[src/inc/ride_pkg.sv]
// Constants for the instruction decode and execute core.
// Assumes a 16-bit accumulator core and an AXI4-Lite register bus.
package ride_pkg;
  localparam logic [15:0] IP_RST   = 16'h0000;
  localparam logic [3:0]  AP_RST   = 4'h0;
  localparam logic [3:0]  GRP_ALU  = 4'hA;
  localparam logic [3:0]  GRP_JMP  = 4'hC;
  localparam logic [3:0]  GRP_BR   = 4'hD;
  localparam logic [3:0]  NIB_SPEC = 4'hA;
  localparam logic [3:0]  NIB_BIT  = 4'h7;
  localparam logic [3:0]  SRC_ACC  = 4'hA;
  localparam logic [7:0]  RET_LO   = 8'h0D;
  localparam logic [7:0]  RETURN_FROM_IRQ_LO  = 8'h8D;
  localparam logic [6:0]  PSF_DST  = 7'h48;
  localparam logic [2:0]  OP_UNARY = 3'h0;
  localparam logic [2:0]  OP_AND   = 3'h1;
  localparam logic [2:0]  OP_OR    = 3'h2;
  localparam logic [2:0]  OP_XOR   = 3'h3;
  localparam logic [2:0]  OP_ADD   = 3'h4;
  localparam logic [2:0]  OP_SUB   = 3'h5;
  localparam logic [2:0]  OP_ADD_WITH_CARRY  = 3'h6;
  localparam logic [2:0]  OP_SUB_WITH_BORROW  = 3'h7;
  localparam logic [2:0]  OP_CARRY = 3'h5;
  localparam logic [2:0]  OP_CBIT  = 3'h6;
  localparam logic [2:0]  OP_BITC  = 3'h7;
  localparam logic [2:0]  OP_CALL  = 3'h3;
  localparam logic [3:0]  U_CPL  = 4'h1;
  localparam logic [3:0]  U_NEG  = 4'h9;
  localparam logic [3:0]  U_SLA  = 4'h2;
  localparam logic [3:0]  U_SLA2 = 4'h3;
  localparam logic [3:0]  U_SLA4 = 4'h6;
  localparam logic [3:0]  U_SRA  = 4'hF;
  localparam logic [3:0]  U_SRA2 = 4'hE;
  localparam logic [3:0]  U_SRA4 = 4'hB;
  localparam logic [3:0]  U_SR   = 4'hA;
  localparam logic [3:0]  U_RL   = 4'h4;
  localparam logic [3:0]  U_RR   = 4'hC;
  localparam logic [3:0]  U_RLC  = 4'h5;
  localparam logic [3:0]  U_RRC  = 4'hD;
  localparam logic [3:0]  U_XCH  = 4'h8;
  localparam logic [3:0]  C_CLR  = 4'h0;
  localparam logic [3:0]  C_SET  = 4'h1;
  localparam logic [3:0]  C_INV  = 4'h2;
  localparam int F_C   = 0;
  localparam int F_Z   = 1;
  localparam int F_S   = 2;
  localparam int F_E   = 3;
  localparam int F_OV  = 4;
  localparam int F_INS = 5;
  localparam int CT_RUN = 0;
  localparam int CT_AP  = 4;
  localparam logic [7:0] REG_CTRL = 8'h00;
  localparam logic [7:0] REG_STAT = 8'h04;
  localparam logic [7:0] REG_IP   = 8'h08;
  localparam logic [7:0] REG_ACC  = 8'h0C;
  localparam logic [7:0] REG_LC0  = 8'h10;
  localparam logic [7:0] REG_LC1  = 8'h14;
  localparam logic [1:0] RESP_OK  = 2'h0;
  localparam logic [1:0] RESP_DEC = 2'h3;
endpackage : ride_pkg

[src/logic/ride_core.sv]
// Decode and execute core for 16-bit instruction words, with its AXI4-Lite
// register slave.
// Assumes program memory on mclk presents pm_data for pm_addr with pm_valid.
//
// Function
// - AND, OR, XOR accumulator with source; update only sign and zero.
// - Complement or negate accumulator; update sign and zero.
// - Arithmetic left shift by 1, 2 or 4; update carry, sign, zero.
// - Signed right shift by 1, 2 or 4; keep sign; update carry, zero.
// - Logical right shift by one, zero in; update carry, sign, zero.
// - Rotate left or right without carry; update only sign.
// - Rotate through carry; update carry, sign and zero.
// - Clear, set or invert carry; no other flag changes.
// - Copy accumulator bit to carry, or carry to bit with sign, zero.
// - AND, OR, XOR carry with accumulator bit into carry only.
// - Set or clear one of four flags (carry, zero, sign, equal) of the fixed flag destination.
// - Add and add with carry; update carry, sign, zero, overflow.
// - Subtract and subtract with borrow; update carry, sign, zero, overflow.
// - Unconditional jump, relative or absolute; no flag changes.
// - Conditional jumps on carry, no carry, zero, nonzero, sign.
// - Equal and not-equal jumps exist only in immediate form.
// - Decrement selected loop counter; branch while it stays nonzero.
// - Call pushes next address onto pre-incremented stack, then jumps.
// - Return pops the stack top, always or on a condition.
// - Return from interrupt also clears the in-service flag when taken, unless a same-cycle status write sets it.
// - Byte swap of the accumulator; update sign.
`timescale 1ns/100ps
`default_nettype none
module ride_core (
  input  wire logic        mclk,
  input  wire logic        rst_n,
  output logic [15:0]      pm_addr,
  input  wire logic [15:0] pm_data,
  input  wire logic        pm_valid,
  input  wire logic [7:0]  s_axi_awaddr,
  input  wire logic        s_axi_awvalid,
  output logic             s_axi_awready,
  input  wire logic [31:0] s_axi_wdata,
  input  wire logic [3:0]  s_axi_wstrb,
  input  wire logic        s_axi_wvalid,
  output logic             s_axi_wready,
  output logic [1:0]       s_axi_bresp,
  output logic             s_axi_bvalid,
  input  wire logic        s_axi_bready,
  input  wire logic [7:0]  s_axi_araddr,
  input  wire logic        s_axi_arvalid,
  output logic             s_axi_arready,
  output logic [31:0]      s_axi_rdata,
  output logic [1:0]       s_axi_rresp,
  output logic             s_axi_rvalid,
  input  wire logic        s_axi_rready
);
  function automatic logic cond_met(input logic [2:0] cc, input logic c, z, s, e);
    case (cc)
      3'h0:    cond_met = 1'b1;
      3'h2:    cond_met = c;
      3'h6:    cond_met = !c;
      3'h1:    cond_met = z;
      3'h5:    cond_met = !z;
      3'h3:    cond_met = e;
      3'h7:    cond_met = !e;
      default: cond_met = s;
    endcase
  endfunction : cond_met

  function automatic logic [15:0] merge16(input logic [15:0] o, n, input logic [1:0] st);
    merge16 = {st[1] ? n[15:8] : o[15:8], st[0] ? n[7:0] : o[7:0]};
  endfunction : merge16

  logic [15:0] acc_r [16];
  logic [15:0] stack_r [16];
  logic [15:0] lc_r [2];
  logic [15:0] ip_r;
  logic [3:0]  sp_r;
  logic [3:0]  ap_r;
  logic        run_r;
  logic        c_r, z_r, s_r, e_r, ov_r, ins_r;
  logic        aw_got_r, w_got_r;
  logic [7:0]  awaddr_r;
  logic [31:0] wdata_r;
  logic [3:0]  wstrb_r;
  logic [7:0]  wa;
  logic        wr_fire, wr_ctrl, wr_stat, wr_ip, wr_lc0, wr_lc1;
  logic        exec, f;
  logic [2:0]  op;
  logic [3:0]  grp, nib, sub;
  logic [7:0]  src;
  logic [15:0] acc_act, src_val, target, res;
  logic [16:0] sum;
  logic        acc_we, upd_s, upd_z, push, lc_we, lc_idx, ins_clr;
  logic        c_nxt, z_nxt, s_nxt, e_nxt, ov_nxt;
  logic [15:0] ip_nxt, lc_wd;
  logic [3:0]  sp_nxt;

  assign pm_addr = ip_r;
  assign exec    = run_r && pm_valid;
  assign f       = pm_data[15];
  assign op      = pm_data[14:12];
  assign grp     = pm_data[11:8];
  assign src     = pm_data[7:0];
  assign sub     = pm_data[7:4];
  assign nib     = pm_data[3:0];
  assign acc_act = acc_r[ap_r];
  // Unmapped register sources read as zero rather than stalling the core.
  assign src_val = !f ? {8'h00, src} : (nib == ride_pkg::SRC_ACC) ? acc_r[sub] : 16'h0000;
  assign target  = f ? src_val : 16'(ip_r + {{8{src[7]}}, src});

  ////////////////////////////////////////////////////////////////////////////
  always_comb
  begin
    res = acc_act; acc_we = 1'b0; upd_s = 1'b0; upd_z = 1'b0; sum = 17'h00000;
    c_nxt = c_r; z_nxt = z_r; s_nxt = s_r; e_nxt = e_r; ov_nxt = ov_r;
    ip_nxt = 16'(ip_r + 16'h0001); sp_nxt = sp_r; push = 1'b0;
    lc_we = 1'b0; lc_idx = op[0]; lc_wd = lc_r[op[0]]; ins_clr = 1'b0;
    if (exec)
    begin
      case (grp)
        ride_pkg::GRP_ALU:
          if (f && nib == ride_pkg::NIB_SPEC)
          begin
            case (op)
              ride_pkg::OP_UNARY:
              begin
                acc_we = 1'b1;
                case (sub)
                  ride_pkg::U_CPL:  begin res = ~acc_act; upd_s = 1'b1; upd_z = 1'b1; end
                  ride_pkg::U_NEG:  begin res = 16'(~acc_act + 16'h0001); upd_s = 1'b1; upd_z = 1'b1; end
                  ride_pkg::U_SLA:  begin res = {acc_act[14:0], 1'b0}; c_nxt = acc_act[15]; upd_s = 1'b1; upd_z = 1'b1; end
                  ride_pkg::U_SLA2: begin res = {acc_act[13:0], 2'h0}; c_nxt = acc_act[14]; upd_s = 1'b1; upd_z = 1'b1; end
                  ride_pkg::U_SLA4: begin res = {acc_act[11:0], 4'h0}; c_nxt = acc_act[12]; upd_s = 1'b1; upd_z = 1'b1; end
                  ride_pkg::U_SRA:  begin res = {acc_act[15], acc_act[15:1]}; c_nxt = acc_act[0]; upd_z = 1'b1; end
                  ride_pkg::U_SRA2: begin res = {{2{acc_act[15]}}, acc_act[15:2]}; c_nxt = acc_act[1]; upd_z = 1'b1; end
                  ride_pkg::U_SRA4: begin res = {{4{acc_act[15]}}, acc_act[15:4]}; c_nxt = acc_act[3]; upd_z = 1'b1; end
                  ride_pkg::U_SR:   begin res = {1'b0, acc_act[15:1]}; c_nxt = acc_act[0]; upd_s = 1'b1; upd_z = 1'b1; end
                  ride_pkg::U_RL:   begin res = {acc_act[14:0], acc_act[15]}; upd_s = 1'b1; end
                  ride_pkg::U_RR:   begin res = {acc_act[0], acc_act[15:1]}; upd_s = 1'b1; end
                  ride_pkg::U_RLC:  begin res = {acc_act[14:0], c_r}; c_nxt = acc_act[15]; upd_s = 1'b1; upd_z = 1'b1; end
                  ride_pkg::U_RRC:  begin res = {c_r, acc_act[15:1]}; c_nxt = acc_act[0]; upd_s = 1'b1; upd_z = 1'b1; end
                  ride_pkg::U_XCH:  begin res = {acc_act[7:0], acc_act[15:8]}; upd_s = 1'b1; end
                  default:          acc_we = 1'b0;
                endcase
              end
              ride_pkg::OP_CARRY:
                case (sub)
                  ride_pkg::C_CLR: c_nxt = 1'b0;
                  ride_pkg::C_SET: c_nxt = 1'b1;
                  ride_pkg::C_INV: c_nxt = !c_r;
                  default:         c_nxt = c_r;
                endcase
              ride_pkg::OP_CBIT: c_nxt = acc_act[sub];
              ride_pkg::OP_BITC:
              begin
                res[sub] = c_r; acc_we = 1'b1; upd_s = 1'b1; upd_z = 1'b1;
              end
              ride_pkg::OP_AND: c_nxt = c_r & acc_act[sub];
              ride_pkg::OP_OR:  c_nxt = c_r | acc_act[sub];
              ride_pkg::OP_XOR: c_nxt = c_r ^ acc_act[sub];
              default:          c_nxt = c_r;
            endcase
          end
          else
          begin
            case (op)
              ride_pkg::OP_AND: begin res = acc_act & src_val; acc_we = 1'b1; upd_s = 1'b1; upd_z = 1'b1; end
              ride_pkg::OP_OR:  begin res = acc_act | src_val; acc_we = 1'b1; upd_s = 1'b1; upd_z = 1'b1; end
              ride_pkg::OP_XOR: begin res = acc_act ^ src_val; acc_we = 1'b1; upd_s = 1'b1; upd_z = 1'b1; end
              ride_pkg::OP_ADD, ride_pkg::OP_ADD_WITH_CARRY:
              begin
                sum = {1'b0, acc_act} + {1'b0, src_val} + {16'h0000, op[1] & c_r};
                ov_nxt = (acc_act[15] == src_val[15]) && (sum[15] != acc_act[15]);
              end
              ride_pkg::OP_SUB, ride_pkg::OP_SUB_WITH_BORROW:
              begin
                sum = {1'b0, acc_act} - {1'b0, src_val} - {16'h0000, op[1] & c_r};
                ov_nxt = (acc_act[15] != src_val[15]) && (sum[15] != acc_act[15]);
              end
              default: acc_we = 1'b0;
            endcase
            if (op[2])
            begin
              res = sum[15:0]; c_nxt = sum[16]; acc_we = 1'b1; upd_s = 1'b1; upd_z = 1'b1;
            end
          end
        ride_pkg::GRP_JMP:
          if (f && (src == ride_pkg::RET_LO || src == ride_pkg::RETURN_FROM_IRQ_LO))
          begin
            if (cond_met(op, c_r, z_r, s_r, e_r))
            begin
              ip_nxt = stack_r[sp_r]; sp_nxt = 4'(sp_r - 4'h1);
              ins_clr = src[7];
            end
          end
          // Equal tests with the top bit set are not jumps and fall through.
          else if (!(f && op[1:0] == 2'b11) && cond_met(op, c_r, z_r, s_r, e_r))
            ip_nxt = target;
        ride_pkg::GRP_BR:
          if (op[2:1] == 2'b10)
          begin
            lc_we = 1'b1; lc_wd = 16'(lc_r[op[0]] - 16'h0001);
            if (lc_wd != 16'h0000)
              ip_nxt = target;
          end
          else if (op == ride_pkg::OP_CALL)
          begin
            push = 1'b1; sp_nxt = 4'(sp_r + 4'h1); ip_nxt = target;
          end
        default:
          if (f && nib == ride_pkg::NIB_BIT && pm_data[14:8] == ride_pkg::PSF_DST)
            case (pm_data[6:4])
              3'h0:    c_nxt = pm_data[7];
              3'h1:    z_nxt = pm_data[7];
              3'h2:    s_nxt = pm_data[7];
              3'h3:    e_nxt = pm_data[7];
              default: e_nxt = e_r;
            endcase
      endcase
      if (acc_we && upd_s)
        s_nxt = res[15];
      if (acc_we && upd_z)
        z_nxt = (res == 16'h0000);
    end
  end

  ////////////////////////////////////////////////////////////////////////////
  always_ff @(posedge mclk or negedge rst_n)
    if (!rst_n)
    begin
      for (int i = 0; i < 16; i++)
      begin
        acc_r[i] <= 16'h0000;
        stack_r[i] <= 16'h0000;
      end
    end
    else
    begin
      if (acc_we)
        acc_r[ap_r] <= res;
      if (push)
        stack_r[sp_nxt] <= 16'(ip_r + 16'h0001);
    end

  always_ff @(posedge mclk or negedge rst_n)
    if (!rst_n)
      {c_r, z_r, s_r, e_r, ov_r, sp_r} <= 9'h000;
    else
    begin
      {c_r, z_r, s_r, e_r, ov_r} <= {c_nxt, z_nxt, s_nxt, e_nxt, ov_nxt};
      sp_r <= sp_nxt;
    end

  // A bus write to the pointer or counters overrides the instruction in flight.
  always_ff @(posedge mclk or negedge rst_n)
    if (!rst_n)
    begin
      ip_r <= ride_pkg::IP_RST;
      lc_r[0] <= 16'h0000;
      lc_r[1] <= 16'h0000;
    end
    else
    begin
      ip_r <= wr_ip ? merge16(ip_r, wdata_r[15:0], wstrb_r[1:0]) : exec ? ip_nxt : ip_r;
      if (wr_lc0)
        lc_r[0] <= merge16(lc_r[0], wdata_r[15:0], wstrb_r[1:0]);
      else if (lc_we && !lc_idx)
        lc_r[0] <= lc_wd;
      if (wr_lc1)
        lc_r[1] <= merge16(lc_r[1], wdata_r[15:0], wstrb_r[1:0]);
      else if (lc_we && lc_idx)
        lc_r[1] <= lc_wd;
    end

  // Software setting the in-service flag beats a same-cycle clear.
  always_ff @(posedge mclk or negedge rst_n)
    if (!rst_n)
      ins_r <= 1'b0;
    else if (wr_stat && wstrb_r[0] && wdata_r[ride_pkg::F_INS])
      ins_r <= 1'b1;
    else if (ins_clr)
      ins_r <= 1'b0;

  always_ff @(posedge mclk or negedge rst_n)
    if (!rst_n)
    begin
      run_r <= 1'b0;
      ap_r <= ride_pkg::AP_RST;
    end
    else if (wr_ctrl && wstrb_r[0])
    begin
      run_r <= wdata_r[ride_pkg::CT_RUN];
      ap_r <= wdata_r[ride_pkg::CT_AP +: 4];
    end

  ////////////////////////////////////////////////////////////////////////////
  assign s_axi_awready = !aw_got_r && !s_axi_bvalid;
  assign s_axi_wready  = !w_got_r && !s_axi_bvalid;
  assign s_axi_arready = !s_axi_rvalid;
  assign wr_fire = aw_got_r && w_got_r;
  assign wa      = awaddr_r & 8'hFC;
  assign wr_ctrl = wr_fire && wa == ride_pkg::REG_CTRL;
  assign wr_stat = wr_fire && wa == ride_pkg::REG_STAT;
  assign wr_ip   = wr_fire && wa == ride_pkg::REG_IP;
  assign wr_lc0  = wr_fire && wa == ride_pkg::REG_LC0;
  assign wr_lc1  = wr_fire && wa == ride_pkg::REG_LC1;

  always_ff @(posedge mclk or negedge rst_n)
    if (!rst_n)
    begin
      {aw_got_r, w_got_r, s_axi_bvalid} <= 3'h0;
      awaddr_r <= 8'h00; wdata_r <= 32'h00000000; wstrb_r <= 4'h0; s_axi_bresp <= ride_pkg::RESP_OK;
    end
    else
    begin
      if (s_axi_awvalid && s_axi_awready)
      begin
        aw_got_r <= 1'b1; awaddr_r <= s_axi_awaddr;
      end
      if (s_axi_wvalid && s_axi_wready)
      begin
        w_got_r <= 1'b1; wdata_r <= s_axi_wdata; wstrb_r <= s_axi_wstrb;
      end
      if (wr_fire)
      begin
        aw_got_r <= 1'b0; w_got_r <= 1'b0; s_axi_bvalid <= 1'b1;
        s_axi_bresp <= (wa <= ride_pkg::REG_LC1) ? ride_pkg::RESP_OK : ride_pkg::RESP_DEC;
      end
      else if (s_axi_bready)
        s_axi_bvalid <= 1'b0;
    end

  always_ff @(posedge mclk or negedge rst_n)
    if (!rst_n)
    begin
      s_axi_rvalid <= 1'b0; s_axi_rdata <= 32'h00000000; s_axi_rresp <= ride_pkg::RESP_OK;
    end
    else if (s_axi_arvalid && s_axi_arready)
    begin
      s_axi_rvalid <= 1'b1; s_axi_rresp <= ride_pkg::RESP_OK;
      case (s_axi_araddr & 8'hFC)
        ride_pkg::REG_CTRL: s_axi_rdata <= {24'h000000, ap_r, 3'h0, run_r};
        ride_pkg::REG_STAT: s_axi_rdata <= {26'h0000000, ins_r, ov_r, e_r, s_r, z_r, c_r};
        ride_pkg::REG_IP:   s_axi_rdata <= {16'h0000, ip_r};
        ride_pkg::REG_ACC:  s_axi_rdata <= {16'h0000, acc_act};
        ride_pkg::REG_LC0:  s_axi_rdata <= {16'h0000, lc_r[0]};
        ride_pkg::REG_LC1:  s_axi_rdata <= {16'h0000, lc_r[1]};
        default:
        begin
          s_axi_rdata <= 32'h00000000; s_axi_rresp <= ride_pkg::RESP_DEC;
        end
      endcase
    end
    else if (s_axi_rready)
      s_axi_rvalid <= 1'b0;

  logic spec, plain;
  assign spec  = exec && !wr_fire && grp == ride_pkg::GRP_ALU && f && nib == ride_pkg::NIB_SPEC;
  assign plain = exec && !wr_fire && grp == ride_pkg::GRP_ALU && !(f && nib == ride_pkg::NIB_SPEC);
endmodule : ride_core
`default_nettype wire

[config.mk]
export PLATFORM = sky130hd
export DESIGN_NAME = ride_core
export DESIGN_NICKNAME = d
export VERILOG_FILES = /design/src/inc/ride_pkg.sv /design/src/logic/ride_core.sv
export SDC_FILE = /design/constraint.sdc
export NUM_CORES = 2
export LEC_CHECK = 0
export BUFFER_PORTS_ARGS = -buffer_cell sky130_fd_sc_hd__buf_2
export CAP_MARGIN = 25
export CORE_MARGIN = 8
export CORE_UTILIZATION = 40
export DETAILED_ROUTE_END_ITERATION = 16
export PLACE_DENSITY = 0.63
export SETUP_SLACK_MARGIN = 0.2
export SLEW_MARGIN = 5
export SYNTH_ARGS = -nofsm -noshare
export SYNTH_HDL_FRONTEND = slang
export SYNTH_SLANG_ARGS = --single-unit
[constraint.sdc]
create_clock -name mclk -period 6.4 [get_ports mclk]
set_input_delay 0 -clock mclk [delete_from_list [all_inputs] [get_ports mclk]]
set_output_delay 0 -clock mclk [all_outputs]
set_load 0.005 [all_outputs]
==> summary.md <==
| Metric | Value |
|---|---|
| Status | `finished, final reports clean` |
| Final slew viol count | `0` |
| Cell variety after synth | `96` |
| Mux contribution to synthesized area | `22.5%` |
| Syn Area/Cell | `9.90 sq um` |
| Full die area | `between 100,000 and 150,000 sq um` |
| DP Cell Count | `5,287` |
| Worst EP required | `6.90 ns` |
| Max cap viols | `0` |
| DR vias | `~35,000` |
| Reg2Reg Setup Slack | `0.34 ns` |
| 1st-iter DRT viols | `roughly 4,700` |
| FMAX | `165 MHz` |
| Reg clk slew, reported paths | `0.06 ns` |
| Total core area | `99,600 sq um` |
| Final hold viol count | `0` |
| Hold crit path type | `in -> reg` |
| Placed Area | `42,200 sq um` |
| P&R area growth vs syn | `12.8%` |
| Post-Synthesis Cells | `4,035` |
| Cell Rows | `116` |
| Filler Cell Count | `~9,400` |
| # IOs | `133` |
| Sequential area share after synthesis | `38.9%` |
| Gpl congestion | `1.09` |
| Post-synth EDFFs | `0` |
| Width of the chip | `332 um` |
| TritonCTS buffer count | `70` |
| Compound-Gate Fraction of Synth Area | `16.9%` |
| CP Cell Sequence | `buf_12 > and2_1 > a22o_1 > or3_1 > and2_1 > ha_1 > inv_1 > ha_1 > or3_1 > o221ai_1 > a21oi_1 > o41a_1 > a31oi_1 > xnor2_1 > o2111ai_1 > o211ai_1 > nand2_1 > o21ai_1 > buf_4 > mux2_2` |
| Buf/Inv on CP | `3` |
| Worst setup EP type | `flop` |
| Clk sink count | `about 620` |
| Initial antenna violation count | `2` |
| Fraction of layout cells with a size suffix above 1 | `21.5%` |
| Worst vdd ir | `0.200 mV` |
| Final min period | `6.06 ns` |
| Slack of the critical path | `0.339 ns` |
| Largest net degree at the start of global routing | `between 100 and 150` |
| CTS root buf | `clkbuf_16` |
| TritonRoute pass-1 iters | `8` |
| CP max-delay cell | `dfrtp_4` |
| Via density per instance | `approximately 6.4` |
| Asr flop ratio synth | `100%` |
| Synth Area in Adders | `2.85%` |
| CP Launch Type | `flop` |
| Pleak | `19.3 nW` |
| Critical path class | `reg -> reg` |
| RSZ-0062 raised after global routing | `false` |
| Non-filler cells, final | `5,459` |
| First-pass GRT wire length | `220,000 um` |
| Worst clock skew | `0.0535 ns` |
| Cell area after synthesis | `40,000 sq um` |
| Tot GR Track Use | `25.8%` |
| Hold path cells | `5` |
| Starting Density | `40.1%` |
| Vias in the first global route | `approximately 33,000` |
| Hold_ws | `0.0574 ns` |
| CTS H-tree depth | `3` |
| Final net count | `4,275` |
| Dpl ws | `about 0.52 ns` |
| Post-synthesis simple-gate area fraction | `~12%` |
| Hold Startpoint | `s_axi_araddr[4]` |
| Slew @ Worst Pin | `1.08 ns` |
| Clock Latency Late Sink | `between 0.6 and 0.7 ns` |
| DRC | `0` |
| Final period utilization | `94.7%` |
| Reg2reg start | `ap_r[3]$_DFFE_PN0P_` |
| Routed wire length | `approximately 150,000 um` |
| Setup TNS | `0 ns` |
| Synth Warn # | `0` |
| CTS tree | `yes` |
| Worst r2r dst | `acc_r[206]$_DFFE_PN0P_` |
| R2r worst-path depth | `20` |
| Hold EP | `s_axi_rdata[5]$_DFFE_PN0P_` |
| Synth Register Bits | `621` |
| Die Height | `332 um` |
| Top_reg_cell synth | `dfrtp_1` |
| Crit path largest cell delay | `between 0.7 and 0.8 ns` |
| DP HPWL | `103,000 um` |
| Worst Path Arrival | `6.56 ns` |
| Grt total ovfl | `0` |
| Setup Viol. Count Final | `0` |
| DR WL/cell | `27.1 um` |
| Max Fanout on Critical Path | `27` |
| Max-slew headroom | `27.4%` |
| Post-synthesis xor/xnor area fraction | `under 10%` |
| Main combinational cell family by area after synthesis | `multiplexers` |
| Routed Antenna Nets | `0` |
| Power density cells | `274 nW/um^2` |
| Maximum clock path buffer count | `3` |
| Kind of cell adding the most delay to the critical path | `compound AO/OA/AOI/OAI gates` |
| Port bufs | `94` |
| Fin area | `45,100 sq um` |
[through the flow]
step	power [mW]	util (%)
3_5_place_dp	8.00	42.4
6_report	12.3	45.3
2_1_floorplan	6.66	-
4_1_cts	12.2	45.2
5_1_grt	12.8	45.3
3_3_place_gp	8.00	42.3
[metal layers]
metal	vias up	GRT usage [%]	part of all wire (%)
met5	-	0	0
met4	0	12.7	5.6
met3	473	5.59	10
met2	2058	38.7	44
met1	17235	35.3	41
li1	15056	-	-
[flip-flops by register name, summed over array words and instances, names as in the netlist, 2 cells and up]
register	count
acc_r	256
ap_r	4
awaddr_r	6
lc_r	32
pm_addr	16
s_axi_rdata	16
sp_r	4
stack_r	256
wdata_r	16
wstrb_r	2
[cells in the mapped netlist (11+ instances only)]
library cell | number | share of area, %
nand4_1 | 27 | 0.42
nand2b_1 | 27 | 0.42
dfrtp_1 | 621 | 39
nor2b_1 | 17 | 0.27
nor2_1 | 326 | 3.1
o21a_1 | 12 | 0.23
a221oi_1 | 40 | 0.88
buf_2 | 50 | 0.63
buf_6 | 11 | 0.31
xor2_1 | 26 | 0.57
o31ai_1 | 13 | 0.24
mux4_2 | 226 | 13
nand2_1 | 446 | 4.2
a21oi_1 | 294 | 3.7
a22o_1 | 17 | 0.37
and3_1 | 15 | 0.23
a22oi_1 | 25 | 0.47
nor3_1 | 75 | 0.94
nor4_1 | 21 | 0.33
clkbuf_1 | 225 | 2.1
a211oi_1 | 20 | 0.38
mux2_2 | 213 | 6.0
o22ai_1 | 57 | 0.89
o41ai_1 | 11 | 0.24
nand3b_1 | 12 | 0.23
o211ai_1 | 22 | 0.41
inv_1 | 97 | 0.91
nor3b_1 | 12 | 0.23
o221ai_1 | 27 | 0.59
and2_1 | 22 | 0.34
nand3_1 | 55 | 0.69
xnor2_1 | 46 | 1.0
o21ai_0 | 355 | 4.4
or3_1 | 14 | 0.22
a21o_1 | 16 | 0.30
buf_4 | 24 | 0.45
a31oi_1 | 33 | 0.52
o21ai_1 | 47 | 0.59
buf_1 | 32 | 0.30
mux2i_1 | 143 | 3.6
ha_1 | 83 | 2.6
[final cells by class]
cell class / instances / area (sq um) / share of cell area, %
Inverter: 109 / 409 / 0.907
Sequential cell: 621 / 15600 / 34.5
Antenna cell: 1 / 2.50 / 0.00555
Multi-Input combinational cell: 2978 / 22600 / 50.2
Clock inverter: 28 / 407 / 0.902
Timing Repair Buffer: 331 / 2510 / 5.56
Clock buffer: 93 / 1960 / 4.34
Tap cell: 1298 / 1620 / 3.60
[worst reg2reg max path: cells and delay by family (launching register included)]
family | cells | cell delay (ns)
multiplexers | 1 | 0.28
AND/OR/NAND/NOR | 5 | 1.58
flip-flops | 1 | 0.71
AO/OA/AOI/OAI | 8 | 2.05
XOR/XNOR | 1 | 0.11
adder cells (fa/ha/maj) | 2 | 0.64
buffers and inverters | 3 | 0.58
[worst max path at each step]
| stage | startpoint | endpoint | slack, ns | cells after the start |
|---|---|---|---|---|
| after floorplan | pm_data[5] | acc_r[220]$_DFFE_PN0P_ | 1.01 | 21 |
| after global placement | ap_r[3]$_DFFE_PN0P_ | acc_r[14]$_DFFE_PN0P_ | 0.54 | 18 |
| after detailed placement | ap_r[3]$_DFFE_PN0P_ | acc_r[206]$_DFFE_PN0P_ | 0.52 | 18 |
| after CTS | ap_r[3]$_DFFE_PN0P_ | acc_r[206]$_DFFE_PN0P_ | 0.43 | 18 |
| after global routing | ap_r[3]$_DFFE_PN0P_ | acc_r[14]$_DFFE_PN0P_ | 0.22 | 20 |
| final | ap_r[3]$_DFFE_PN0P_ | acc_r[206]$_DFFE_PN0P_ | 0.34 | 20 |
[where the power goes]
part,internal (mW),switching (mW)
sequential,4.08,0.512
combinational,1.33,2.26
clock,2.39,1.77
total,7.80,4.54
[cell usage in the layout (no fill, tap or decap), types with 25 or more instances in the layout]
master	Yosys	routed
o21ai_1	47	47
o221ai_1	27	27
xnor2_1	46	46
o21ai_0	355	355
a221oi_1	40	40
nand3_1	55	55
a22oi_1	25	25
a31oi_1	33	33
xor2_1	26	26
buf_4	24	185
mux2i_1	143	143
ha_1	83	83
dlygate4sd3_1	0	44
mux2_2	213	213
mux4_2	226	226
nand2b_1	27	27
nor2_1	326	320
nand2_1	446	444
a21oi_1	294	294
nor3_1	75	73
inv_1	97	97
dfrtp_1	621	615
buf_2	50	91
o22ai_1	57	57
nand4_1	27	27
clkbuf_16	0	70
[cell families after synthesis]
kind of cell,Yosys count
fa+ha+maj,88
buf+inv,451
simple gates,1110
mux,588
other cells,1
compound gates,1104
xor+xnor,72
flops,621
[what timing repair did]
item / 4_1_cts / 5_1_grt
hold buffers: 44 / 0
resized for setup: 0 / 0
hold endpoints to repair: 152 / 0
setup buffers: 0 / 1
endpoints found under the setup margin: 0 / 16
No activity file was read; power rests on OpenSTA's default activity.
